<file path="src/logic/gccb_pkg.sv">
`default_nettype none
package gccb_pkg;

  // ---------------------------------------------------------------
  // Device-wide figures
  // ---------------------------------------------------------------
  localparam int unsigned CTRL_TOTAL    = 20;
  localparam int unsigned CTRL_PER_SIDE = 5;
  localparam int unsigned LOOP_OUTS     = 5;
  localparam int unsigned PIN_COUNT     = 2;

  // ---------------------------------------------------------------
  // Source codes
  // ---------------------------------------------------------------
  localparam logic [2:0] SRC_PIN0  = 3'h0;
  localparam logic [2:0] SRC_PIN1  = 3'h1;
  localparam logic [2:0] SRC_CTRA  = 3'h2;
  localparam logic [2:0] SRC_CTRB  = 3'h3;
  localparam logic [2:0] SRC_DPCLK = 3'h4;
  localparam logic [2:0] SRC_LOGIC = 3'h5;

  localparam logic [1:0] STATIC_DYN   = 2'h0;
  localparam logic [1:0] STATIC_DPCLK = 2'h1;
  localparam logic [1:0] STATIC_LOGIC = 2'h2;

  // ---------------------------------------------------------------
  // Register map
  // ---------------------------------------------------------------
  localparam logic [7:0] OFF_CFG  = 8'h00;
  localparam logic [7:0] OFF_CTRL = 8'h04;
  localparam logic [7:0] OFF_STAT = 8'h08;

  localparam int unsigned CFG_W       = 11;
  localparam int unsigned CFG_SEL_LSB = 0;
  localparam int unsigned CFG_OFF_BIT = 2;
  localparam int unsigned CFG_IDA_LSB = 3;
  localparam int unsigned CFG_IDB_LSB = 6;
  localparam int unsigned CFG_REF_BIT = 9;
  localparam int unsigned CFG_MAN_BIT = 10;
  localparam logic [CFG_W-1:0] CFG_RST = 11'h008;

  localparam int unsigned CTRL_USER_BIT = 0;

  typedef enum logic [1:0] {
    ST_RUN,
    ST_PARK,
    ST_ARM
  } gccb_state_t;

endpackage
`default_nettype wire

</file>
<file path="src/logic/gccb_sync.sv">
`timescale 1ns/100ps
`default_nettype none
module gccb_sync #(
  parameter int unsigned WIDTH = 1
) (
  // Clock and reset
  input  wire logic             pclk,
  input  wire logic             presetn,
  input  wire logic             ce,
  // Data
  input  wire logic [WIDTH-1:0] async_in,
  output var  logic [WIDTH-1:0] sync_out
);

  logic [WIDTH-1:0] s1_q;
  logic [WIDTH-1:0] s2_q;
  logic [WIDTH-1:0] s3_q;

  // ---------------------------------------------------------------
  // Three stages, change taken once stages two and three agree
  // ---------------------------------------------------------------
  genvar i;
  for (i = 0; i < WIDTH; i++)
  begin : g_bit
    always_ff @(posedge pclk or negedge presetn)
    begin
      if (!presetn)
      begin
        s1_q[i]     <= 1'b0;
        s2_q[i]     <= 1'b0;
        s3_q[i]     <= 1'b0;
        sync_out[i] <= 1'b0;
      end
      else if (ce)
      begin
        s1_q[i] <= async_in[i];
        s2_q[i] <= s1_q[i];
        s3_q[i] <= s2_q[i];
        if (s2_q[i] == s3_q[i])
          sync_out[i] <= s3_q[i];
      end
    end
  end

endmodule
`default_nettype wire

</file>
<file path="src/logic/gccb_top.sv">
// The APB register port and the placing of the registers were left to the implementer.
`timescale 1ns/100ps
`default_nettype none
module gccb_top #(
  parameter int unsigned BLOCK_INDEX = 0,
  parameter int unsigned ADDR_W      = 8
) (
  // Clock, reset, enable
  input  wire logic                 pclk,
  input  wire logic                 presetn,
  input  wire logic                 ce,
  // APB slave
  input  wire logic [ADDR_W-1:0]    paddr,
  input  wire logic                 psel,
  input  wire logic                 penable,
  input  wire logic                 pwrite,
  input  wire logic [31:0]          pwdata,
  output var  logic [31:0]          prdata,
  output logic                      pready,
  output logic                      pslverr,
  // Clock sources
  input  wire logic [1:0]           clk_pin,
  input  wire logic [4:0]           loop_counter,
  input  wire logic                 dpclk_pin,
  input  wire logic                 logic_src,
  // User logic controls
  input  wire logic [1:0]           clk_select,
  input  wire logic                 net_enable,
  input  wire logic                 ref_switch,
  // Outputs
  output var  logic                 global_clock_net,
  output var  logic                 net_to_loop,
  output var  logic                 loop_input_clock
);

  // ---------------------------------------------------------------
  // Source synchronisers
  // ---------------------------------------------------------------
  logic [1:0] pin_s;
  logic [4:0] ctr_s;
  logic       dp_s;

  gccb_sync #(.WIDTH(8)) u_sync (
    .pclk     (pclk),
    .presetn  (presetn),
    .ce       (ce),
    .async_in ({dpclk_pin, loop_counter, clk_pin}),
    .sync_out ({dp_s, ctr_s, pin_s})
  );

  // ---------------------------------------------------------------
  // Registers
  // ---------------------------------------------------------------
  logic [gccb_pkg::CFG_W-1:0] cfg_q;
  logic                       user_q;
  logic                       en_q;
  logic                       prev_q;
  logic [2:0]                 cur_q;
  gccb_pkg::gccb_state_t      st_q;
  logic                       net_d;

  // ---------------------------------------------------------------
  // Field decode
  // ---------------------------------------------------------------
  wire [1:0] static_sel_w = cfg_q[gccb_pkg::CFG_SEL_LSB +: 2];
  wire       static_off_w = cfg_q[gccb_pkg::CFG_OFF_BIT];
  wire [2:0] ida_w        = cfg_q[gccb_pkg::CFG_IDA_LSB +: 3];
  wire [2:0] idb_w        = cfg_q[gccb_pkg::CFG_IDB_LSB +: 3];
  wire       manual_w     = cfg_q[gccb_pkg::CFG_MAN_BIT];

  // Two of the loop's five counters, one loop only
  wire ctra_w = (ida_w < 3'(gccb_pkg::LOOP_OUTS))
                ? ctr_s[ida_w] : 1'b0;
  wire ctrb_w = (idb_w < 3'(gccb_pkg::LOOP_OUTS))
                ? ctr_s[idb_w] : 1'b0;

  // Six sources, indexed by source code
  wire [5:0] src_v = {logic_src, dp_s, ctrb_w, ctra_w, pin_s};

  // Target source: static choices override runtime select
  wire [2:0] req_w =
    (static_sel_w == gccb_pkg::STATIC_DPCLK) ? gccb_pkg::SRC_DPCLK :
    (static_sel_w == gccb_pkg::STATIC_LOGIC) ? gccb_pkg::SRC_LOGIC :
    {1'b0, clk_select};

  wire cur_lvl_w = src_v[cur_q];
  wire new_lvl_w = src_v[req_w];
  wire fall_w    = prev_q & ~cur_lvl_w;
  wire loop_ok_w = (cur_q < gccb_pkg::SRC_DPCLK);

  // Loop reference switch
  wire refsw_w = manual_w ? ref_switch
                          : cfg_q[gccb_pkg::CFG_REF_BIT];

  // ---------------------------------------------------------------
  // Block position, out-of-range index reads zero
  // ---------------------------------------------------------------
  wire [7:0] blk_w = (BLOCK_INDEX < gccb_pkg::CTRL_TOTAL)
                     ? 8'(BLOCK_INDEX) : 8'h00;

  // ---------------------------------------------------------------
  // APB decode
  // ---------------------------------------------------------------
  wire [7:0] addr_w  = 8'(paddr);
  wire       setup_w = psel & ~penable;
  wire       acc_w   = psel & penable & ce;
  wire       hit_cfg = (addr_w == gccb_pkg::OFF_CFG);
  wire       hit_ctl = (addr_w == gccb_pkg::OFF_CTRL);
  wire       hit_st  = (addr_w == gccb_pkg::OFF_STAT);
  wire       bad_w   = ~(hit_cfg | hit_ctl | hit_st)
                     | (pwrite & hit_cfg & user_q)
                     | (pwrite & hit_st);
  wire       wr_cfg  = acc_w & pwrite & hit_cfg & ~user_q;
  wire       wr_ctl  = acc_w & pwrite & hit_ctl;

  wire [31:0] rd_w =
    hit_cfg ? {{(32-gccb_pkg::CFG_W){1'b0}}, cfg_q} :
    hit_ctl ? {31'h0, user_q} :
    hit_st  ? {blk_w, 17'h0, net_d, loop_ok_w,
               (st_q != gccb_pkg::ST_RUN), en_q, cur_q} :
    32'h0;

  assign pready  = ce;
  assign pslverr = psel & penable & bad_w;

  always_ff @(posedge pclk or negedge presetn)
  begin
    if (!presetn)
      prdata <= 32'h0;
    else if (ce && setup_w)
      prdata <= rd_w;
  end

  // ---------------------------------------------------------------
  // Configuration and user mode
  // ---------------------------------------------------------------
  always_ff @(posedge pclk or negedge presetn)
  begin
    if (!presetn)
    begin
      cfg_q  <= gccb_pkg::CFG_RST;
      user_q <= 1'b0;
    end
    else
    begin
      if (wr_cfg)
        cfg_q <= pwdata[gccb_pkg::CFG_W-1:0];
      if (wr_ctl && pwdata[gccb_pkg::CTRL_USER_BIT])
        user_q <= 1'b1;
    end
  end

  // ---------------------------------------------------------------
  // Enable, sampled at the source's falling edge
  // ---------------------------------------------------------------
  always_ff @(posedge pclk or negedge presetn)
  begin
    if (!presetn)
    begin
      en_q   <= 1'b0;
      prev_q <= 1'b0;
    end
    else if (ce)
    begin
      prev_q <= cur_lvl_w;
      if (fall_w)
        en_q <= net_enable;
    end
  end

  // ---------------------------------------------------------------
  // Glitch-free source switch
  // ---------------------------------------------------------------
  always_ff @(posedge pclk or negedge presetn)
  begin
    if (!presetn)
    begin
      st_q  <= gccb_pkg::ST_RUN;
      cur_q <= gccb_pkg::SRC_PIN0;
    end
    else if (ce)
    begin
      case (st_q)
        gccb_pkg::ST_RUN:
          if (req_w != cur_q)
            st_q <= gccb_pkg::ST_PARK;
        gccb_pkg::ST_PARK:
          if (!cur_lvl_w)
            st_q <= gccb_pkg::ST_ARM;
        gccb_pkg::ST_ARM:
          if (!new_lvl_w)
          begin
            cur_q <= req_w;
            st_q  <= gccb_pkg::ST_RUN;
          end
        default:
          st_q <= gccb_pkg::ST_RUN;
      endcase
    end
  end

  // ---------------------------------------------------------------
  // Network and loop outputs
  // ---------------------------------------------------------------
  always_comb
  begin
    net_d = 1'b0;
    if (en_q && !static_off_w && st_q != gccb_pkg::ST_ARM)
      net_d = cur_lvl_w;
  end

  always_ff @(posedge pclk or negedge presetn)
  begin
    if (!presetn)
    begin
      global_clock_net <= 1'b0;
      net_to_loop      <= 1'b0;
      loop_input_clock <= 1'b0;
    end
    else if (ce)
    begin
      global_clock_net <= net_d;
      net_to_loop      <= loop_ok_w & net_d;
      // Only dedicated pins reach the loop input
      loop_input_clock <= refsw_w ? pin_s[1] : pin_s[0];
    end
  end
endmodule
`default_nettype wire

</file>
<file path="config.mk">
export PLATFORM = sky130hd
export DESIGN_NAME = gccb_top
export DESIGN_NICKNAME = d
export VERILOG_FILES = /design/src/logic/gccb_pkg.sv /design/src/logic/gccb_sync.sv /design/src/logic/gccb_top.sv
export SDC_FILE = /design/constraint.sdc
export NUM_CORES = 1
export LEC_CHECK = 0
export ABC_AREA = 1
export BUFFER_PORTS_ARGS = -buffer_cell sky130_fd_sc_hd__buf_2
export CELL_PAD_IN_SITES_DETAIL_PLACEMENT = 0
export CELL_PAD_IN_SITES_GLOBAL_PLACEMENT = 1
export CORE_MARGIN = 3
export CORE_UTILIZATION = 41
export DETAILED_ROUTE_END_ITERATION = 10
export PLACE_DENSITY = 0.83
export SYNTH_ARGS = -nofsm -noshare
export SYNTH_HDL_FRONTEND = slang
export SYNTH_HIERARCHICAL = 1
export SYNTH_SLANG_ARGS = --single-unit
</file>
<file path="constraint.sdc">
create_clock -name pclk -period 4.5 [get_ports pclk]
set_input_delay 0.9 -clock pclk [delete_from_list [all_inputs] [get_ports pclk]]
set_output_delay 0.9 -clock pclk [all_outputs]
set_load 0.05 [all_outputs]
</file>
=== Word-level counts from Yosys, hierarchy flattened ===
Cells that the tools add are included.

* Flip-flop bits (word level): 86
* Bits in latches: 0
* Memory bits (writable): 0
* ROM bits: 0
* Output and inout port bits: 37
* Word-level logic and storage cells: 131
* Memories kept: 0

* $add $sub $neg: 0
* Multiply operators: 0
* Divide/modulo/power cells: 0
* Magnitude comparators: 7
* Equal/unequal tests: 19
* Shift-type cells: 0
* Muxes and demuxes: 22
* Bitwise logic cells: 22
* Reduce and logical (&&, ||, !) cells: 19

{| class="wikitable"
|+ Operators by type and width
! operator !! count
|-
| AND reduction 2 bit || 9
|-
| < comparator 3 x 4 -> 1 bit, second input constant || 4
|-
| two-way mux 7 bit || 2
|-
| AND 1 bit || 13
|-
| binary-select mux 1 bit (select 3 bit) || 4
|-
| two-way mux 11 bit || 1
|-
| < comparator 3 bit, second input constant || 3
|-
| two-way mux 1 bit || 9
|-
| equality test 1 bit || 8
|-
| equality test 8 x 3 -> 1 bit, second input constant || 1
|-
| equality test 8 x 4 -> 1 bit, second input constant || 1
|-
| logical NOT 8 bit || 1
|-
| != test 2 bit, second input constant || 4
|-
| two-way mux 2 bit || 3
|-
| two-way mux 3 bit || 2
|-
| case mux 2 bit (3 select lines) || 1
|-
| inverter 1 bit || 5
|-
| equality test 2 x 1 -> 1 bit, second input constant || 2
|-
| equality test 2 bit, second input constant || 2
|-
| logical AND 1 bit || 4
|-
| bitwise OR 1 bit || 4
|-
| AND reduction 4 bit || 1
|-
| != test 3 bit || 1
|-
| AND reduction 3 bit || 1
|-
| other kinds (3) || 3
|}

=== Depth between registers and ports, before layout ===
Gate-level depths: netlist (run 1).

* Word-level depth: 9
* Gate-level depth with buffers: 14
* Depth with buffers taken out: 14

=== Hierarchy ===
The synthesis (run 1) kept the hierarchy.

{| class="wikitable"
|+ By module, submodules not included
! module !! times used !! cells an instance !! area an instance (um^2) !! seq. area each (um^2)
|-
| gccb_top || 1 || 251 || 2,059.5 || 827.0
|-
| gccb_sync || 1 || 167 || 1,392.6 || 800.8
|}

=== Worst setup path after synthesis (run 1) ===
No wires, ideal clock.

* Path type: input-to-output
* Start point: in paddr[7]
* End point: out pslverr
* Arrival: 2.228 ns
* Path slack: 1.372 ns
* Cell stages on the path: 7
* Cells stage by stage: nor2_1 nand2_1 inv_2 nand4_4 o21ai_0 nand2_1 a21oi_1

* Longest elaborated chain between the ends: 7

{| class="wikitable"
|+ RTL lines
! item !! RTL line !! RTL
|-
| start: declaration || gccb_top.sv:13 || <nowiki>input wire logic [ADDR_W-1:0] paddr,</nowiki>
|-
| equality test 8 x 3 -> 1 bit or logical NOT 8 bit (tied branches) || gccb_top.sv:108, gccb_top.sv:107 ||
|-
| bitwise OR 1 bit (2 in series) || gccb_top.sv:110 || <nowiki>wire bad_w = ~(hit_cfg | hit_ctl | hit_st)</nowiki>
|-
| inverter 1 bit || gccb_top.sv:110 ||
|-
| bitwise OR 1 bit || gccb_top.sv:111 || <nowiki>| (pwrite & hit_cfg & user_q)</nowiki>
|-
| bitwise OR 1 bit (*) || gccb_top.sv:112 || <nowiki>| (pwrite & hit_st);</nowiki>
|-
| AND 1 bit (*) || gccb_top.sv:124 || <nowiki>assign pslverr = psel & penable & bad_w;</nowiki>
|-
| end: declaration || gccb_top.sv:20 || <nowiki>output logic pslverr,</nowiki>
|}

Every way passes the cells marked *; elsewhere a longest branch is shown, timed or not.

=== Worst setup path after layout (run 1) ===
Same ends and word-level chain as after synthesis.

==> out/results.tsv, run 1 <==
stage	metric	value	unit
timing	period_needed	2.94	ns
logic_synthesis	synth_seq_cells	65	
logic_synthesis	avgSynthCellArea	8.26	µm²
critical_path	cp_max_fo	8	
clocking	cts_tree	built	
timing	fin_hold_ws	0.475	ns
floorplanning	start_util	43.3	%
logic_synthesis	synth_edf_count	0	
placed_design	postPlaceCellArea	0.00368	mm²
critical_path	max_stage_delay	0.28	ns
pwr	power.density	400	mW/mm²
clocking	cts.clk_slew.worst_paths	0.07	ns
placed_design	dp_hpwl	4.79	mm
critical_path	rrSetupSlack	2.68	ns
critical_path	endpoint_kind	primary output	
timing	finalClockSkew	0.00715	ns
placed_design	gp_congestion	0.795	
global_routing	antenna_found_initial	0	
logic_synthesis	synth_seq_area_share	47.2	%
clocking	worstSkewPairLatency	0.34	ns
clocking	cts_buffer_depth	2	
logic_synthesis	ys_top_cells_by_count	nand2_1 (121), dfrtp_1 (64), inv_1 (60), a21oi_1 (25), buf_4 (24)	
critical_path	startpoint	paddr[7]	
route	dr.pass1.iters	4	
pwr	vdd_ir_drop_max	0.241	mV
route	antenna_left	0	
logic_synthesis	netlist_instances	418	
route	vias	2636	
critical_path	cp.required	3.60	ns
global_routing	grt-ovfl-total	0	
critical_path	startpoint_type	input port	
route	vias_per_cell	4.55	
floorplanning	die_area	0.00956	mm²
cells_and_area	num_antenna_cells	0	
global_routing	grt_pass1_vias	2469	
clocking	post_cts_buffers	0	
timing	rsz0062_at_grt	false	
logic_synthesis	yosys.area.top_type	dfrtp_1	
pwr	p_leak	2.13	nW
logic_synthesis	ys.flop_type	dfrtp_1	
floorplanning	coreArea	0.00797	mm²
route	drc	0	
global_routing	grt_max_degree	71	
logic_synthesis	yosys-top-cells-area	dfrtp_1 (46%), nand2_1 (13%), inv_1 (6.5%), buf_4 (5.2%), a21oi_1 (3.6%)	
logic_synthesis	synth-async-reset-ratio	100	%
critical_path	endpoint	pslverr	
timing	maxSlewViolCount	0	
logic_synthesis	netlist_area	0.00345	mm²
timing	fin_setup_tns	0	ns
clocking	hold_buffers	0	
timing	setup_viol	0	
clocking	post_cts_resized	0	
cells_and_area	area_growth	11.4	%
clocking	cts_buffers	9	
clocking	cts.sinks	65	
logic_synthesis	synth.yosys.warnings	6	
floorplanning	die_h	97.8	µm
cells_and_area	stdcell_area	0.00385	mm²
critical_path	arrival	2.04	ns
cells_and_area	nets	534	
route	routed_wl	6.67	mm
critical_path	r2r_start	cfg_q[0]	
timing	slew_headroom	33.9	%
clocking	htree_levels	3	
placed_design	numPortBuffers	53	
critical_path	worstPathCellList	buf_2 -> nor2_1 -> nand2_1 -> inv_2 -> nand4_4 -> o21ai_0 -> nand2_1 -> a21oi_1 -> buf_2	
timing	worst_slew_pin_slew	0.992	ns
flow_run	max_cap_viol_count	0	
timing	period_share	65.4	%
route	drtIter0Drc	109	
cells_and_area	drive_above_1_share	21.2	%
route	wl_per_cell	11.5	µm
timing	max_freq	340	MHz
floorplanning	rows	32	
logic_synthesis	synth.distinct_cells	35	
floorplanning	fp.dieW	97.8	µm
critical_path	crit_type	in -> out	
worst_hold_path	hold_class	reg -> reg	
status	status	finished, final reports clean	
floorplanning	boundaryPins	96	
global_routing	grt_pass1_wl	11.5	mm
logic_synthesis	synth_top_area_share	46.4	%
global_routing	gr-usage-all-layers	14.5	%
logic_synthesis	post-synth-top-count-cell	nand2_1	
critical_path	r2r_cells	8	
timing	hold_viol	0	
critical_path	cp_slowest_cell	buf_2	
critical_path	r2r-end	cur_q[0]	
clocking	cts-root-buf	clkbuf_8	
stage by stage:
step | worst slack, ns | std cells | total power [mW] | util, %
detailed placement | 1.56 | 564 | 1.12 | 46.1
floorplan | 1.37 | 438 | 1.04 | -
CTS | 1.55 | 579 | 1.56 | 48.3
global placement | 1.55 | 564 | 1.11 | 46.1
global route | 1.39 | 579 | 1.65 | 48.3
finish | 1.56 | 579 | 1.54 | 48.3
state kept, by name (all words and copies together), names as in the netlist:
register and cells:
en_q 1, u_sync/sync_out 8, global_clock_net 1, loop_input_clock 1
user_q 1, st_q 2, net_to_loop 1, u_sync/s2_q 8
cur_q 3, prev_q 1, u_sync/s1_q 8, cfg_q 11
u_sync/s3_q 8, prdata 11
power by group:
part	leakage [nW]	internal (mW)	total (mW)	switching [mW]
clock network	0.0802	0.209	0.429	0.220
logic	1.24	0.112	0.389	0.277
registers	0.813	0.665	0.721	0.0564
placed cells by master, fill, tap and decap left out, drive strengths merged:
master / count
clkinvlp: 3
nand4: 10
o211ai: 2
clkinv: 3
o21ai: 30
clkbuf: 10
a21oi: 25
nor3b: 1
o2111ai: 1
dfstp: 1
nor3: 2
dfrtp: 64
xnor2: 1
mux2i: 1
ha: 2
nor2: 25
conb: 21
buf: 55
inv: 67
o31ai: 2
nand2: 126
xor2: 1
o22ai: 1
nand3: 13
mux2: 10
area by class of cell:
class                      instances  area, µm²
multi-input combinational        274       1380
clock buffer                      10        138
inverter                          68        259
tap                              102        128
timing repair buffer              55        280
clock inverter                     5       32.5
sequential                        65       1630
fill                             800       4120
worst min path at each step:
| stage | end | slack, ns | from | cells after the start |
|---|---|---|---|---|
| floorplan | u_sync/s2_q[0] | 0.45 | u_sync/s1_q[0] | 2 |
| global placement | global_clock_net | 0.46 | global_clock_net | 2 |
| detailed placement | global_clock_net | 0.46 | global_clock_net | 2 |
| CTS | prdata[0] | 0.48 | prdata[0] | 2 |
| global route | u_sync/s2_q[4] | 0.51 | u_sync/s1_q[4] | 2 |
| finish | global_clock_net | 0.48 | global_clock_net | 2 |
critical path, delay by kind of cell:
kind            cells  cell delay [ns]
compound gates      2             0.32
buf+inv             3             0.45
simple gates        4             0.38
metal layers:
| metal | part of all wire, % | GRT usage [%] |
|---|---|---|
| met1 | 48 | 19.3 |
| met2 | 46 | 22.9 |
| met3 | 5.7 | 5.21 |
| met4 | 0.46 | 3.51 |
| met5 | 0 | 0 |
cells by family after synthesis:
kind of cell	Yosys count	share of synthesized area [%]
compound gates	61	9.89
xor+xnor	2	0.508
fa+ha+maj	2	0.725
buf+inv	99	15.0
flops	65	47.2
mux	11	4.42
other cells	1	0.109
simple gates	177	22.2
Power figures use the tool's default switching activity.
==> inputs of run 2 (changes only) <==
--- a/config.mk
+++ b/config.mk
@@ -10,9 +10,9 @@
 export CELL_PAD_IN_SITES_DETAIL_PLACEMENT = 0
 export CELL_PAD_IN_SITES_GLOBAL_PLACEMENT = 1
 export CORE_MARGIN = 3
-export CORE_UTILIZATION = 41
+export CORE_UTILIZATION = 34
 export DETAILED_ROUTE_END_ITERATION = 10
-export PLACE_DENSITY = 0.83
+export PLACE_DENSITY = 0.73
 export SYNTH_ARGS = -nofsm -noshare
 export SYNTH_HDL_FRONTEND = slang
 export SYNTH_HIERARCHICAL = 1
==> constraint.sdc (replaced) <==
create_clock -name pclk -period 2.55 [get_ports pclk]
set_input_delay 0.51 -clock pclk [delete_from_list [all_inputs] [get_ports pclk]]
set_output_delay 0.51 -clock pclk [all_outputs]
set_load 0.05 [all_outputs]
==> run 2 against run 1 <==
  * Worst hold slack lost 0.27 ns
  * Clock skew grew 0.00069 ns
  * Sequential power grew 78%
  * Sequential share of layout area shrank 0.94 points
  * Clock-buffer cell count grew 2
  * Final area grew 2.3%
  * Combinational power grew 78%
==> out/results.tsv, run 2 (same netlist as run 1, synthesis figures left out) <==
stage	metric	value	unit
status	status	finished, final reports clean	
floorplanning	die_h	107	µm
clocking	post_cts_resized	0	
critical_path	max_stage_delay	0.27	ns
floorplanning	boundaryPins	96	
critical_path	crit_type	in -> out	
clocking	post_cts_buffers	0	
timing	hold_viol	0	
timing	setup_viol	0	
placed_design	gp_congestion	0.810	
placed_design	dp_hpwl	5.09	mm
placed_design	numPortBuffers	53	
cells_and_area	nets	534	
route	antenna_left	0	
global_routing	grt_pass1_wl	11.8	mm
global_routing	gr-usage-all-layers	13.0	%
clocking	cts_buffers	9	
cells_and_area	layout_commonest_cell	nand2_1	
route	routed_wl	7.10	mm
floorplanning	die_area	0.0114	mm²
critical_path	r2r_start	cfg_q[0]	
timing	fin_setup_tns	0	ns
critical_path	startpoint_type	input port	
route	vias_per_cell	4.35	
clocking	cts_tree	built	
global_routing	grt_max_degree	65	
timing	maxSlewViolCount	0	
global_routing	grt_pass1_vias	2564	
cells_and_area	reg_top3	cfg_q: 11 flops, prdata: 11 flops	
clocking	htree_levels	3	
timing	period_share	85.3	%
cells_and_area	fill_cells	1020	
flow_run	max_cap_viol_count	0	
clocking	cts.sinks	65	
timing	fin_hold_ws	0.205	ns
clocking	cts_buffer_depth	2	
critical_path	critPathBufInv	3	
critical_path	startpoint	paddr[5]	
global_routing	antenna_found_initial	0	
route	vias	2660	
pwr	p_leak	2.16	nW
pwr	power.density	724	mW/mm²
pwr	vdd_ir_drop_max	0.266	mV
clocking	worstSkewPairLatency	0.34	ns
timing	slew_headroom	55.3	%
worst_hold_path	hold_class	in -> async	
critical_path	cp.required	2.04	ns
critical_path	cp_max_fo	8	
route	drtIter0Drc	69	
floorplanning	start_util	35.2	%
timing	period_needed	2.17	ns
global_routing	grt-ovfl-total	0	
clocking	hold_buffers	0	
critical_path	endpoint_kind	primary output	
cells_and_area	drive_above_1_share	21.1	%
critical_path	arrival	1.66	ns
timing	max_freq	460	MHz
floorplanning	rows	36	
route	drc	0	
critical_path	critPathTopFamily	buffers and inverters	
cells_and_area	final_cell_mix	nand2_1 (121), dfrtp_1 (64), inv_1 (60)	
route	wl_per_cell	11.6	µm
cells_and_area	area_growth	14.0	%
clocking	cts.clk_slew.worst_paths	0.07	ns
critical_path	worstPathCellList	buf_2 -> nor2_1 -> nand2_1 -> inv_2 -> nand4_4 -> o21ai_0 -> nand2_1 -> a21oi_1 -> buf_2	
route	dr.pass1.iters	4	
timing	rsz0062_at_grt	false	
clocking	cts-root-buf	clkbuf_8	
timing	worst_slew_pin_slew	0.670	ns
floorplanning	fp.dieW	107	µm
critical_path	cp_slowest_cell	buf_2	
floorplanning	coreArea	0.00982	mm²
cells_and_area	num_antenna_cells	0	
timing	finalClockSkew	0.00784	ns
-- run 2: layout make-up --
| cell class | instances | area (µm²) | share of cell area [%] |
|---|---|---|---|
| Clock buffer | 12 | 155 | 3.94 |
| Clock inverter | 4 | 51.3 | 1.30 |
| Multi-Input combinational cell | 274 | 1380 | 35.1 |
| Timing Repair Buffer | 55 | 293 | 7.44 |
| Sequential cell | 65 | 1630 | 41.4 |
| Inverter | 68 | 259 | 6.58 |
| Tap cell | 133 | 166 | 4.23 |
-- run 2: final timing paths --
kind | to | slack, ns | cells after the start
worst max-delay path | pslverr | 0.38 | 9
worst min-delay path | cfg_q[2] | 0.20 | 1
worst max register to register | cur_q[0] | 0.70 | 8
worst min register to register | net_to_loop | 0.48 | 2
max in group asynchronous | cfg_q[3] | 1.64 | 2
min in group pclk | u_sync/s1_q[7] | 0.37 | 3
-- run 2: power by group --
part | total (mW) | internal (mW) | switching, mW
Clock | 0.884 | 0.505 | 0.379
Sequential | 1.28 | 1.17 | 0.102
Combinational | 0.691 | 0.200 | 0.490
Total | 2.85 | 1.88 | 0.971
-- run 2: through the flow --
stage | util [%] | instance area (µm²) | setup slack, ns | instances | total power, mW
after floorplan | - | 3530 | 0.202 | 438 | 1.83
after global placement | 38.0 | 3730 | 0.381 | 595 | 1.97
after CTS | 40.1 | 3930 | 0.360 | 611 | 2.90
after global routing | 40.1 | 3930 | 0.190 | 611 | 3.05
after detailed placement | 38.0 | 3730 | 0.371 | 595 | 1.99
final | 40.1 | 3930 | 0.375 | 611 | 2.85
-- run 2: layer usage --
| metal | wire [µm] | track usage [%] | vias to the layer above | share of wire, % |
|---|---|---|---|---|
| met4 | 52 | 3.84 | 0 | 0.73 |
| met2 | 3180 | 20.7 | 71 | 45 |
| met5 | 0 | 0 | - | 0 |
| li1 | - | - | 1376 | - |
| met3 | 445 | 4.09 | 5 | 6.3 |
| met1 | 3420 | 17.0 | 1208 | 48 |
